<file path="config.mk">
export PLATFORM = sky130hd
export DESIGN_NAME = cco_core_objects
export DESIGN_NICKNAME = d
export VERILOG_FILES = /design/src/logic/cco_pkg.sv /design/src/logic/cco_core_objects.sv /design/src/logic/cco_fault_log.sv
export SDC_FILE = /design/constraint.sdc
export NUM_CORES = 1
export LEC_CHECK = 0
export ABC_AREA = 1
export BUFFER_PORTS_ARGS = -buffer_cell sky130_fd_sc_hd__buf_2
export CORE_MARGIN = 2
export CORE_UTILIZATION = 39
export CTS_CLUSTER_DIAMETER = 60
export DETAILED_ROUTE_END_ITERATION = 16
export PLACE_DENSITY = 0.59
export SYNTH_ARGS = -nofsm -noshare
export SYNTH_HDL_FRONTEND = slang
export SYNTH_SLANG_ARGS = --single-unit
export TNS_END_PERCENT = 1
</file>
<file path="constraint.sdc">
create_clock -name clk -period 7.4 [get_ports clk]
set_input_delay 1.11 -clock clk [delete_from_list [all_inputs] [get_ports clk]]
set_output_delay 1.11 -clock clk [all_outputs]
set_load 0.01 [all_outputs]
</file>
<file path="src/logic/cco_pkg.sv">
// Purpose: Shared constants for the communication-profile object block
// Assumes: Expedited and segmented SDO framing, 8-byte frames
// Notes: Request byte 1 sits in data bits 7:0, byte 8 in bits 63:56
package cco_pkg;

   // ------------------------------------------------------------------
   // Object indices and sub-indices
   // ------------------------------------------------------------------
   localparam logic [15:0] CCO_IDX_DEVTYPE = 16'h1000;
   localparam logic [15:0] CCO_IDX_FAULTSUM = 16'h1001;
   localparam logic [15:0] CCO_IDX_VENDSTAT = 16'h1002;
   localparam logic [15:0] CCO_IDX_FAULTLOG = 16'h1003;
   localparam logic [15:0] CCO_IDX_DEVNAME = 16'h1008;
   localparam logic [7:0] CCO_SUB_ZERO = 8'h00;
   localparam logic [7:0] CCO_SUB_ONE = 8'h01;

   // ------------------------------------------------------------------
   // Values after reset and fixed contents
   // ------------------------------------------------------------------
   // Arbitrary value, stands in for the profile code
   localparam logic [15:0] CCO_PROFILE_NUM = 16'h05A3;
   localparam logic [15:0] CCO_INFO_DIN = 16'h0001;
   localparam logic [15:0] CCO_INFO_DOUT = 16'h0002;
   localparam logic [7:0] CCO_LOGDEV_COUNT = 8'h01;
   localparam logic [31:0] CCO_VENDSTAT_VAL = 32'h0000_0000;
   localparam logic [7:0] CCO_LOG_COUNT_RST = 8'h00;
   localparam logic [31:0] CCO_LOG_ENTRY_RST = 32'h0000_0000;
   localparam int CCO_LOG_DEPTH = 4;

   // ------------------------------------------------------------------
   // Frame identifiers
   // ------------------------------------------------------------------
   localparam logic [10:0] CCO_REQ_BASE = 11'h600;
   localparam logic [10:0] CCO_RSP_BASE = 11'h580;

   // ------------------------------------------------------------------
   // Command specifiers
   // ------------------------------------------------------------------
   localparam logic [2:0] CCO_CCS_DOWNLOAD = 3'b001;
   localparam logic [2:0] CCO_CCS_UPLOAD = 3'b010;
   localparam logic [2:0] CCO_CCS_SEGUP = 3'b011;
   localparam logic [2:0] CCO_CCS_ABORT = 3'b100;
   localparam logic [7:0] CCO_CMD_DL_ONE = 8'h2F;
   localparam logic [7:0] CCO_CMD_DL_ACK = 8'h60;
   localparam logic [7:0] CCO_CMD_UP_ONE = 8'h4F;
   localparam logic [7:0] CCO_CMD_UP_FOUR = 8'h43;
   localparam logic [7:0] CCO_CMD_UP_SEG = 8'h41;
   localparam logic [7:0] CCO_CMD_ABORT = 8'h80;

   // ------------------------------------------------------------------
   // Abort codes
   // ------------------------------------------------------------------
   localparam logic [31:0] CCO_AB_TOGGLE = 32'h0503_0000;
   localparam logic [31:0] CCO_AB_BADCMD = 32'h0504_0001;
   localparam logic [31:0] CCO_AB_READONLY = 32'h0601_0002;
   localparam logic [31:0] CCO_AB_NOOBJ = 32'h0602_0000;
   localparam logic [31:0] CCO_AB_LENGTH = 32'h0607_0010;
   localparam logic [31:0] CCO_AB_NOSUB = 32'h0609_0011;
   localparam logic [31:0] CCO_AB_RANGE = 32'h0609_0030;
   localparam logic [31:0] CCO_AB_NODATA = 32'h0800_0024;

endpackage : cco_pkg

</file>
<file path="src/logic/cco_core_objects.sv">
// Purpose: SDO server for device type, fault summary, vendor status,
//          fault history and the device name string
// Assumes: Frames arrive already filtered and synchronous to clk
// Notes: One answer frame per accepted request other than a master abort, one cycle later
//
// Operation
// RULE1: Unsupported sub-index access gets an abort frame instead of data.
// RULE2: Device type, fault summary, vendor status are read-only, sub-index 0 only, plus device type sub 1 in FD mode.
// RULE3: Device type holds profile number low, input/output presence flags high.
// RULE4: FD mode: sub 0 reads logical device count 01h, sub 1 the type.
// RULE5: Fault summary reads the live fault state, zero when no fault.
// RULE6: Vendor status always reads all zeros.
// RULE7: History keeps four 32-bit read-only entries and a writable count.
// RULE8: Count always accessible; entries only while count above zero.
// RULE9: Writing zero to the history count erases history and count.
// RULE10: Clear uses one-byte download 2F, acknowledged with 60 and echo.
// RULE11: Count read answered with one-byte upload response 4F.
// RULE12: Node 127 requests on 67F, answers on 5FF, 8-byte frames.
// RULE13: Name string longer than four bytes returned by segmented upload.
// RULE14: Count saturates at four; newest error enters at sub-index 1.
`timescale 1ns/100ps
module cco_core_objects
   import cco_pkg::*;
#(
   parameter logic [6:0] NODE_ID = 7'd127,
   parameter int NAME_LEN = 12,
   // Arbitrary neutral name text
   parameter logic [8*NAME_LEN-1:0] NAME_STR = "io8 dio node"
) (
   input wire logic clk,
   input wire logic rst,
   input wire logic ce,
   input wire logic fd_mode,
   input wire logic req_valid,
   input wire logic [10:0] req_id,
   input wire logic [63:0] req_data,
   output logic rsp_valid,
   output logic [10:0] rsp_id,
   output logic [63:0] rsp_data,
   input wire logic [7:0] fault_bits,
   input wire logic err_push,
   input wire logic [31:0] err_code,
   output logic [7:0] log_count
);

   localparam logic [10:0] REQ_ID = CCO_REQ_BASE + 11'(NODE_ID);
   localparam logic [10:0] RSP_ID = CCO_RSP_BASE + 11'(NODE_ID);
   localparam logic [7:0] NAME_LEN_B = 8'(NAME_LEN);
   localparam logic [31:0] DEVTYPE_VAL = {CCO_INFO_DIN | CCO_INFO_DOUT, CCO_PROFILE_NUM};

   logic taken;
   logic [7:0] cmd;
   logic [2:0] ccs;
   logic [15:0] idx;
   logic [7:0] sub;
   logic [31:0] wval;
   logic [7:0] summary;
   logic [31:0] log_entry;
   logic log_clear;
   logic fire_nxt;
   logic [63:0] rsp_nxt;
   logic seg_act_r;
   logic seg_act_nxt;
   logic [7:0] seg_pos_r;
   logic [7:0] seg_pos_nxt;
   logic seg_tog_r;
   logic seg_tog_nxt;
   logic rsp_valid_r;
   logic [63:0] rsp_data_r;

   // ------------------------------------------------------------------
   // Request fields
   // ------------------------------------------------------------------
   assign taken = ce && req_valid && (req_id == REQ_ID); // RULE12
   assign cmd = req_data[7:0];
   assign ccs = cmd[7:5];
   assign idx = req_data[23:8];
   assign sub = req_data[31:24];
   assign wval = req_data[63:32];
   // Generic error bit follows any other fault bit
   assign summary = {fault_bits[7:1], |fault_bits}; // RULE5

   function automatic logic [63:0] f_frame(input logic [7:0] c, input logic [15:0] i,
                                           input logic [7:0] s, input logic [31:0] d);
      f_frame = {d, s, i, c};
   endfunction : f_frame

   function automatic logic [7:0] f_name_byte(input logic [7:0] p);
      logic [8*NAME_LEN-1:0] sh;
      sh = NAME_STR >> (8 * (NAME_LEN - 1 - int'(p)));
      f_name_byte = sh[7:0];
   endfunction : f_name_byte

   cco_fault_log #(
      .DEPTH(CCO_LOG_DEPTH),
      .W(32)
   ) u_log (
      .clk(clk),
      .rst(rst),
      .ce(ce),
      .push(err_push),
      .code(err_code),
      .clear(log_clear),
      .rd_sub(sub),
      .count_r(log_count),
      .rd_data(log_entry)
   );

   // ------------------------------------------------------------------
   // Object decode and answer build
   // ------------------------------------------------------------------
   always_comb begin
      logic [7:0] remain;
      logic [7:0] seg_b [7];
      remain = 8'h00;
      for (int k = 0; k < 7; k++) begin
         seg_b[k] = 8'h00;
      end
      fire_nxt = taken;
      log_clear = 1'b0;
      seg_act_nxt = seg_act_r;
      seg_pos_nxt = seg_pos_r;
      seg_tog_nxt = seg_tog_r;
      rsp_nxt = f_frame(CCO_CMD_ABORT, idx, sub, CCO_AB_BADCMD);
      if (taken) begin
         // Any request other than a segment request ends a pending string
         seg_act_nxt = 1'b0;
         unique case (ccs)
            CCO_CCS_UPLOAD: begin
               unique case (idx)
                  CCO_IDX_DEVTYPE: begin
                     if (fd_mode && sub == CCO_SUB_ZERO) begin
                        rsp_nxt = f_frame(CCO_CMD_UP_ONE, idx, sub,
                                          {24'h00_0000, CCO_LOGDEV_COUNT}); // RULE4
                     end else if (sub == (fd_mode ? CCO_SUB_ONE : CCO_SUB_ZERO)) begin
                        rsp_nxt = f_frame(CCO_CMD_UP_FOUR, idx, sub, DEVTYPE_VAL); // RULE3
                     end else begin
                        rsp_nxt = f_frame(CCO_CMD_ABORT, idx, sub, CCO_AB_NOSUB); // RULE1
                     end
                  end
                  CCO_IDX_FAULTSUM: begin
                     if (sub == CCO_SUB_ZERO) begin
                        rsp_nxt = f_frame(CCO_CMD_UP_ONE, idx, sub, {24'h00_0000, summary});
                     end else begin
                        rsp_nxt = f_frame(CCO_CMD_ABORT, idx, sub, CCO_AB_NOSUB); // RULE2
                     end
                  end
                  CCO_IDX_VENDSTAT: begin
                     if (sub == CCO_SUB_ZERO) begin
                        rsp_nxt = f_frame(CCO_CMD_UP_FOUR, idx, sub, CCO_VENDSTAT_VAL); // RULE6
                     end else begin
                        rsp_nxt = f_frame(CCO_CMD_ABORT, idx, sub, CCO_AB_NOSUB); // RULE2
                     end
                  end
                  CCO_IDX_FAULTLOG: begin
                     if (sub == CCO_SUB_ZERO) begin
                        rsp_nxt = f_frame(CCO_CMD_UP_ONE, idx, sub,
                                          {24'h00_0000, log_count}); // RULE11
                     end else if (sub > 8'(CCO_LOG_DEPTH)) begin
                        rsp_nxt = f_frame(CCO_CMD_ABORT, idx, sub, CCO_AB_NOSUB); // RULE1
                     end else if (log_count == 8'h00) begin
                        rsp_nxt = f_frame(CCO_CMD_ABORT, idx, sub, CCO_AB_NODATA); // RULE8
                     end else begin
                        rsp_nxt = f_frame(CCO_CMD_UP_FOUR, idx, sub, log_entry); // RULE7
                     end
                  end
                  CCO_IDX_DEVNAME: begin
                     if (sub == CCO_SUB_ZERO) begin
                        rsp_nxt = f_frame(CCO_CMD_UP_SEG, idx, sub,
                                          {24'h00_0000, NAME_LEN_B}); // RULE13
                        seg_act_nxt = 1'b1;
                        seg_pos_nxt = 8'h00;
                        seg_tog_nxt = 1'b0;
                     end else begin
                        rsp_nxt = f_frame(CCO_CMD_ABORT, idx, sub, CCO_AB_NOSUB); // RULE1
                     end
                  end
                  default: begin
                     rsp_nxt = f_frame(CCO_CMD_ABORT, idx, sub, CCO_AB_NOOBJ);
                  end
               endcase
            end
            CCO_CCS_DOWNLOAD: begin
               if (idx == CCO_IDX_FAULTLOG && sub == CCO_SUB_ZERO) begin
                  if (cmd != CCO_CMD_DL_ONE) begin
                     rsp_nxt = f_frame(CCO_CMD_ABORT, idx, sub, CCO_AB_LENGTH); // RULE10
                  end else if (wval[7:0] != 8'h00) begin
                     rsp_nxt = f_frame(CCO_CMD_ABORT, idx, sub, CCO_AB_RANGE);
                  end else begin
                     log_clear = 1'b1; // RULE9
                     rsp_nxt = f_frame(CCO_CMD_DL_ACK, idx, sub, 32'h0000_0000); // RULE10
                  end
               end else if ((idx == CCO_IDX_DEVTYPE && (sub == CCO_SUB_ZERO
                            || (fd_mode && sub == CCO_SUB_ONE)))
                            || ((idx == CCO_IDX_FAULTSUM || idx == CCO_IDX_VENDSTAT
                            || idx == CCO_IDX_DEVNAME) && sub == CCO_SUB_ZERO)
                            || (idx == CCO_IDX_FAULTLOG && sub <= 8'(CCO_LOG_DEPTH))) begin
                  rsp_nxt = f_frame(CCO_CMD_ABORT, idx, sub, CCO_AB_READONLY); // RULE2
               end else if (idx == CCO_IDX_DEVTYPE || idx == CCO_IDX_FAULTSUM
                            || idx == CCO_IDX_VENDSTAT || idx == CCO_IDX_FAULTLOG
                            || idx == CCO_IDX_DEVNAME) begin
                  rsp_nxt = f_frame(CCO_CMD_ABORT, idx, sub, CCO_AB_NOSUB); // RULE1
               end else begin
                  rsp_nxt = f_frame(CCO_CMD_ABORT, idx, sub, CCO_AB_NOOBJ);
               end
            end
            CCO_CCS_SEGUP: begin
               if (!seg_act_r) begin
                  rsp_nxt = f_frame(CCO_CMD_ABORT, idx, sub, CCO_AB_BADCMD);
               end else if (cmd[4] != seg_tog_r) begin
                  rsp_nxt = f_frame(CCO_CMD_ABORT, CCO_IDX_DEVNAME, CCO_SUB_ZERO,
                                    CCO_AB_TOGGLE);
               end else begin
                  remain = NAME_LEN_B - seg_pos_r;
                  for (int k = 0; k < 7; k++) begin
                     if (8'(k) < remain) begin
                        seg_b[k] = f_name_byte(seg_pos_r + 8'(k));
                     end
                  end
                  if (remain <= 8'd7) begin
                     rsp_nxt[7:0] = {3'b000, seg_tog_r, 3'(8'd7 - remain), 1'b1}; // RULE13
                  end else begin
                     rsp_nxt[7:0] = {3'b000, seg_tog_r, 3'b000, 1'b0}; // RULE13
                     seg_act_nxt = 1'b1;
                     seg_pos_nxt = seg_pos_r + 8'd7;
                     seg_tog_nxt = ~seg_tog_r;
                  end
                  rsp_nxt[63:8] = {seg_b[6], seg_b[5], seg_b[4], seg_b[3], seg_b[2],
                                   seg_b[1], seg_b[0]};
               end
            end
            CCO_CCS_ABORT: begin
               // Master abort: drop the transfer silently
               fire_nxt = 1'b0;
            end
            default: begin
               rsp_nxt = f_frame(CCO_CMD_ABORT, idx, sub, CCO_AB_BADCMD);
            end
         endcase
      end
   end

   // ------------------------------------------------------------------
   // Segmented transfer state
   // ------------------------------------------------------------------
   always_ff @(posedge clk or posedge rst) begin
      if (rst) begin
         seg_act_r <= 1'b0;
         seg_pos_r <= 8'h00;
         seg_tog_r <= 1'b0;
      end else if (ce) begin
         seg_act_r <= seg_act_nxt;
         seg_pos_r <= seg_pos_nxt;
         seg_tog_r <= seg_tog_nxt;
      end
   end

   // ------------------------------------------------------------------
   // Answer frame
   // ------------------------------------------------------------------
   always_ff @(posedge clk or posedge rst) begin
      if (rst) begin
         rsp_valid_r <= 1'b0;
         rsp_data_r <= 64'h0000_0000_0000_0000;
      end else if (ce) begin
         rsp_valid_r <= fire_nxt; // RULE12
         if (fire_nxt) begin
            rsp_data_r <= rsp_nxt;
         end
      end
   end

   assign rsp_valid = rsp_valid_r;
   assign rsp_data = rsp_data_r;
   assign rsp_id = RSP_ID; // RULE12
endmodule : cco_core_objects

</file>
<file path="src/logic/cco_fault_log.sv">
// Purpose: Four-deep history of recorded fault codes with a saturating count
// Assumes: push and clear come from logic on the same clock
// Notes: A push in the clear cycle lands after the clear
`timescale 1ns/100ps
module cco_fault_log
   import cco_pkg::*;
#(
   parameter int DEPTH = CCO_LOG_DEPTH,
   parameter int W = 32
) (
   input wire logic clk,
   input wire logic rst,
   input wire logic ce,
   input wire logic push,
   input wire logic [W-1:0] code,
   input wire logic clear,
   input wire logic [7:0] rd_sub,
   output logic [7:0] count_r,
   output logic [W-1:0] rd_data
);

   logic [W-1:0] entry_r [DEPTH];

   // ------------------------------------------------------------------
   // Entry storage: newest at sub-index 1
   // ------------------------------------------------------------------
   always_ff @(posedge clk or posedge rst) begin
      if (rst) begin
         for (int i = 0; i < DEPTH; i++) begin
            entry_r[i] <= W'(CCO_LOG_ENTRY_RST);
         end
      end else if (ce) begin
         if (push) begin
            entry_r[0] <= code; // RULE14
            for (int i = 1; i < DEPTH; i++) begin
               entry_r[i] <= clear ? W'(CCO_LOG_ENTRY_RST) : entry_r[i-1]; // RULE14
            end
         end else if (clear) begin
            for (int i = 0; i < DEPTH; i++) begin
               entry_r[i] <= W'(CCO_LOG_ENTRY_RST); // RULE9
            end
         end
      end
   end

   // ------------------------------------------------------------------
   // Count, saturating at the depth
   // ------------------------------------------------------------------
   always_ff @(posedge clk or posedge rst) begin
      if (rst) begin
         count_r <= CCO_LOG_COUNT_RST;
      end else if (ce) begin
         if (push) begin
            // Event wins over clear: the fresh fault is kept
            if (clear) begin
               count_r <= 8'h01;
            end else if (count_r < 8'(DEPTH)) begin
               count_r <= count_r + 8'h01; // RULE14
            end
         end else if (clear) begin
            count_r <= CCO_LOG_COUNT_RST; // RULE9
         end
      end
   end

   always_comb begin
      rd_data = '0;
      for (int i = 0; i < DEPTH; i++) begin
         if (rd_sub == 8'(i + 1)) begin
            rd_data = entry_r[i];
         end
      end
   end
endmodule : cco_fault_log

</file>
==> results of run 1 <==
cell type report:
cell class | count | area, µm²
repair buffers | 185 | 978
diodes | 2 | 5.00
multi-input cells | 1280 | 6470
clock buffers | 38 | 800
flip-flops and latches | 211 | 5280
inverters | 241 | 917
fillers | 3534 | 18200
clock inverters | 14 | 151
well taps | 448 | 561
flip-flops by register name, indices dropped and copies added (netlist names):
register and count:
rsp_data 64, rsp_valid 1, seg_act_r 1, seg_pos_r 8
seg_tog_r 1, u_log.count_r 8, u_log.entry_r 128
synthesized netlist by cell type, drive strengths merged, types with 2 or more instances:
library cell,number
clkbuf,27
nand3,165
o2111ai,12
clkinv,4
nand3b,4
nor4,6
o22ai,92
nand2,439
o21a,3
nand4,29
o21ai,150
dfrtp,211
inv,237
and2,2
o21bai,2
a21boi,2
nor2,169
o221ai,12
or2,2
buf,66
a31oi,5
nor3,30
xor2,13
o31ai,3
a21oi,87
ha,24
o211ai,12
conb,2
worst reg2reg max path, stage by stage (launching register included):
cell and delay [ns]:
dfrtp_1 0.66, inv_1 0.08, buf_4 0.24, ha_1 0.61
clkinv_1 0.38, ha_1 0.34, a21oi_1 0.11, o21ai_0 0.09
nor2_1 0.24, nand2_2 0.17, o21ai_2 0.17, nand2_1 0.06
nor2_1 0.12, nand2_1 0.07, nand3_1 0.16, nand2_1 0.07
inv_1 0.05
layer usage:
metal	up-vias	share of wire, %
met1	6130	47
met3	75	6.4
met5	-	0
met4	0	2.7
met2	508	44
li1	6296	-
power groups by stage:
stage	clock [mW]	combinational [mW]	sequential, mW
final	1.38	0.320	1.32
after global routing	1.45	0.361	1.33
after CTS	1.41	0.318	1.32
after detailed placement	0	0.317	1.34
after global placement	0	0.308	1.34
after floorplan	0	0.224	1.33
logic make-up (layout without fill, tap and decap cells):
| group | after synthesis | after routing | synth area share, % |
|---|---|---|---|
| and+or+nand+nor | 846 | 846 | 28.7 |
| xor gates and xnor gates | 14 | 14 | 0.932 |
| buffers and inverters | 334 | 478 | 11.0 |
| other | 2 | 13 | 0.0571 |
| DFF | 211 | 211 | 40.1 |
| AOI/OAI and AO/OA | 385 | 385 | 16.9 |
| adders and majority gates | 24 | 24 | 2.28 |
worst max path at each step:
stage | to | depth (start not counted) | slack, ns
after floorplan | rsp_data[0] | 1 | 0.52
after global placement | u_log.entry_r[63] | 12 | 3.06
after detailed placement | u_log.entry_r[95] | 10 | 3.04
after CTS | u_log.entry_r[18] | 10 | 3.60
after global routing | rsp_data[17] | 13 | 3.33
final | u_log.entry_r[95] | 10 | 3.50
per-stage QoR:
stage | utilization, % | hold slack (ns)
after floorplan | - | 0.473
after global placement | 42.6 | 0.458
after detailed placement | 42.6 | 0.461
after CTS | 45.4 | 0.477
after global routing | 45.4 | 0.494
final | 45.4 | 0.470
==> metrics.md, run 1 <==
| Metric | Value |
|---|---|
| Status | finished clean |
| Crit. End Element | flop |
| H-Tree Depth | 1 |
| Critical path class | in -> reg |
| Ratio of final minimum period to clock period | 52.7% |
| Clk root buf | clkbuf_16 |
| Syn-to-layout area delta | 15.2% |
| Initial antenna violation count | 2 |
| Hold_sp | rsp_data[41] |
| Max incr delay on CP | 0.79 ns |
| Share of the synthesized area in the top cell type | 40.1% |
| Met1 usage | 35.8% |
| Reg2reg path depth | 16 |
| Die W | 188 µm |
| WHS Endpoint | rsp_data[41] |
| DR WL/cell | 18.5 µm |
| Critical path's top delay family | simple AND/OR/NAND/NOR gates |
| Die Y | 188 µm |
| Peak VDD IR | 0.168 mV |
| Hold path cells | 2 |
| P_sw | 800 µW |
| DRT Pass-1 Iters | 7 |
| Register share of total power | 43.8% |
| Buf/Inv on CP | 4 |
| Crit path cell chain | buf_2 -> buf_4 -> nand2_1 -> nor2_1 -> nand2_1 -> inv_1 -> a21oi_2 -> nand2_2 -> buf_4 -> o22ai_1 |
| TritonCTS clock tree | done |
| Post-route ant nets | 0 |
| Minimum clock period after layout | 3.90 ns |
| Vias post-DR | 13009 |
| Inserted Clock Buffers | 28 |
| Synth Warn # | 0 |
| Placed instance count | 2365 |
| Synth top area cells | dfrtp_1 40%, nand2_1 12%, inv_1 6.0% |
| Post-synth EDFFs | 0 |
| Post-synthesis cell type count | 55 |
| Maximum number of pins on one net before global-route repair | 180 |
| Sequential fraction of the synthesis area | 40.1% |
| Hold crit path type | reg -> reg |
| # resized after CTS | 0 |
| Post-Place Setup Slack | 3.04 ns |
| Leakage | 7.69 nW |
| Starting density of the core | 39.4% |
| Worst rel slew slack | 23.8% |
| Final setup viols | 0 |
| CP Launch Point | ce |
| Worst-margin pin slew | 1.14 ns |
| R2r startpoint | seg_pos_r[1] |
| Setup TNS | 0 ns |
| Final nets | 2092 |
| Routability cong. | 0.936 |
| Max_cap viols | 0 |
| Worst reg2reg path endpoint | rsp_data[58] |
| Crit Path Max Fanout | 57 |
| Cell Pwr Density | 199 nW/µm² |
| PortBufs | 169 |
| Detailed-route wire length | 44.9 mm |
| Final setup margin | 3.50 ns |
| Fmax | 256 MHz |
| HPWL Detailed | 32.1 mm |
| Vias/cell | 5.38 |
| First-pass GRT wire length | 70.5 mm |
| Area after DPL | 14200 µm² |
| Flops & latches, synth | 211 |
| Mapped Area | 13200 µm² |
| Logic pwr share | 10.6% |
| CORE AREA | 33400 µm² |
| Clock Power Share | 45.6% |
| Clock buffer depth | 3 |
| Die ar. | 35200 µm² |
| Syn avg cell area | 7.24 µm² |
| Worst Setup Start Kind | input pin |
| CP max-delay cell | nand2_2 |
| Ys flop type | dfrtp_1 |
| Post-Layout Inst Area | 15200 µm² |
| Synth area leader | dfrtp_1 |
| Commonest non-fill, non-tap cell in the layout | nand2_1 |
| Final std cells w/o fill | 2419 |
| Pwr Total | 3.02 mW |
| Row cnt | 67 |
| GR Util met3 | 3.50% |
| Number of global-route vias before repair | 12431 |
| P_int | 2.22 mW |
| Switching Share | 26.5% |
| Worst EP required | 7.78 ns |
| Asr flop ratio synth | 100% |
| Met2 usage | 39.7% |
| Sink Count | 211 |
| Worst skew pair latency | 0.55 ns |
| DRC | 0 |
| Fraction of final layout cells sized beyond drive strength 1 | 16.2% |
| Clock skew | 0.0147 ns |
| Total GRT Usage | 25.1% |
| Num ports | 205 |
| Final hold vios | 0 |
| Reg2Reg Setup Slack | 3.71 ns |
| RSZ-0062 raised after global routing | false |
| Postcts setup bufs | 0 |
| DRT iter0 DRCs | 1125 |
| Overflow after GRT | 0 |
| Post-Synthesis Cells | 1816 |
| GRT busiest layer | met2 |
| Critical path arrival | 4.28 ns |
| Cts hold-fix bufs | 0 |
| Clock-pin slew on the worst setup and hold paths | 0.06 ns |
| Fin. max-slew vios | 0 |
| Most frequent cells in the layout | 425 x nand2_1, 211 x inv_1, 211 x dfrtp_1 |
No activity file was read; power rests on OpenSTA's default activity.
==> run 2: changes to the inputs <==
==> constraint.sdc (replaced) <==
create_clock -name clk -period 3.67 [get_ports clk]
set_input_delay 0.5505 -clock clk [delete_from_list [all_inputs] [get_ports clk]]
set_output_delay 0.5505 -clock clk [all_outputs]
set_load 0.01 [all_outputs]
==> run 2 against run 1 <==
Net effect:
- critical path depth increased by 9
- hold slack got worse by 0.32 ns
- critical endpoint is now rsp_data[51]
- first-iteration DRC count decreased by 2.4%
- clock skew decreased by 0.0012 ns
- final cell count increased by 1.1%
- combinational power increased by 100%
- setup slack got worse by 2.9 ns
==> metrics.md, run 2 (synthesis gave the netlist of run 1 again) <==
| Metric | Value |
|---|---|
| Status | finished clean |
| Max reg flops | 128 |
| TritonCTS clock tree | done |
| Critical path class | reg -> reg |
| DRC | 0 |
| PortBufs | 169 |
| # fillers | 3505 |
| Detailed-route wire length | 45.0 mm |
| Crit Path Max Fanout | 18 |
| Die Y | 188 µm |
| Maximum number of pins on one net before global-route repair | 98 |
| Leakage | 7.83 nW |
| Post-Place Setup Slack | 0.669 ns |
| Final setup viols | 0 |
| Ratio of final minimum period to clock period | 83.3% |
| Minimum clock period after layout | 3.06 ns |
| Worst EP required | 4.15 ns |
| Postcts setup bufs | 0 |
| DRT Pass-1 Iters | 5 |
| H-Tree Depth | 1 |
| Die ar. | 35200 µm² |
| HPWL Detailed | 33.9 mm |
| Setup TNS | 0 ns |
| Worst rel slew slack | 38.1% |
| Placed instance count | 2397 |
| Syn-to-layout area delta | 16.9% |
| Starting density of the core | 39.4% |
| Final setup margin | 0.613 ns |
| Cts hold-fix bufs | 0 |
| Post-Layout Inst Area | 15400 µm² |
| CORE AREA | 33400 µm² |
| R2r startpoint | seg_pos_r[2] |
| Clock buffer depth | 3 |
| Cell Pwr Density | 390 nW/µm² |
| Max_cap viols | 0 |
| Die W | 188 µm |
| Pwr Total | 6.00 mW |
| Critical path arrival | 3.54 ns |
| Commonest non-fill, non-tap cell in the layout | nand2_1 |
| Clock-pin slew on the worst setup and hold paths | 0.06 ns |
| Routability cong. | 0.927 |
| Clock skew | 0.0136 ns |
| DR WL/cell | 18.4 µm |
| Clk root buf | clkbuf_16 |
| Fmax | 327 MHz |
| Fin. max-slew vios | 0 |
| Final hold vios | 0 |
| Vias post-DR | 13135 |
| RSZ-0062 raised after global routing | false |
| Initial antenna violation count | 2 |
| Worst Setup Start Kind | flop |
| Post-route ant nets | 0 |
| Total GRT Usage | 25.4% |
| Inserted Clock Buffers | 26 |
| Overflow after GRT | 0 |
| Reg2reg path depth | 19 |
| Worst skew pair latency | 0.55 ns |
| Crit. End Element | flop |
| Fraction of final layout cells sized beyond drive strength 1 | 17.5% |
| # resized after CTS | 0 |
| Peak VDD IR | 0.361 mV |
| Reg2Reg Setup Slack | 0.61 ns |
| Hold crit path type | in -> async |
| Sink Count | 211 |
| DRT iter0 DRCs | 1098 |
| Worst-margin pin slew | 0.927 ns |
| Row cnt | 67 |
| Area after DPL | 14500 µm² |
| Final nets | 2122 |
| Worst reg2reg path endpoint | rsp_data[51] |
| First-pass GRT wire length | 70.9 mm |
| Most frequent cells in the layout | 425 x nand2_1, 211 x inv_1, 211 x dfrtp_1 |
| Final std cells w/o fill | 2445 |
| Num ports | 205 |
| Number of global-route vias before repair | 12511 |
| Biggest register | u_log.entry_r |
| Vias/cell | 5.37 |
[run 2: changes by cell type in the layout (fill, tap and decap cells not counted), sizes merged]
| cell | before | now |
|---|---|---|
| inv | 241 | 238 |
| diode | 2 | 1 |
| clkbuf | 38 | 31 |
| bufinv | 2 | 3 |
| clkinv | 10 | 14 |
| buf | 185 | 217 |
[run 2: cell type report]
type,instances,area [µm²],share of cell area [%]
clock inverters,16,194,1.26
well taps,448,561,3.64
repair buffers,217,1260,8.17
multi-input cells,1280,6470,42.0
inverters,241,913,5.94
clock buffers,31,709,4.61
flip-flops and latches,211,5280,34.3
diodes,1,2.50,0.0163
[run 2: stage by stage]
step	hold WS (ns)	utilization, %
finish	0.146	46.1
detailed placement	0.460	43.4
global route	0.192	46.1
CTS	0.158	46.1
floorplan	0.473	-
global placement	0.457	43.4
[run 2: routing by layer]
metal | vias to the layer above | part of all wire (%) | GRT usage, %
met3 | 79 | 5.9 | 2.83
met5 | - | 0.029 | 0
met2 | 479 | 45 | 41.2
met4 | 2 | 3.6 | 8.60
li1 | 6349 | - | -
met1 | 6226 | 45 | 35.3
[run 2: worst max path at each step]
stage          slack [ns]          from           end  cells past startpoint
6_report             0.61  seg_pos_r[2]  rsp_data[51]                     19
5_1_grt              0.35  seg_pos_r[2]  rsp_data[51]                     20
4_1_cts              0.65  seg_pos_r[2]  rsp_data[48]                     20
3_5_place_dp         0.67  seg_pos_r[2]  rsp_data[48]                     20
3_3_place_gp         0.76  seg_pos_r[2]  rsp_data[48]                     19
2_1_floorplan        0.38           rst   rsp_data[0]                      1
[run 2: worst max-delay path: stages (launching register included)]
cell and delay [ns]:
dfrtp_1 0.55, inv_2 0.26, ha_1 0.29, a21oi_1 0.18, nand2_1 0.08, and2_1 0.15
ha_1 0.19, inv_1 0.05, nand3_1 0.08, nor2_1 0.10, nand2_1 0.10, nor2_4 0.18
nand3_2 0.11, nand2_1 0.10, nand3_1 0.10, nand2_1 0.08, nand2_1 0.11, nand3_1 0.12
nand2_1 0.07, nand2_1 0.05
[run 2: power by group]
group / leakage [nW] / internal (mW) / switching [mW]
clock network: 0.449 / 1.60 / 1.08
logic: 4.67 / 0.230 / 0.425
registers: 2.71 / 2.57 / 0.0933
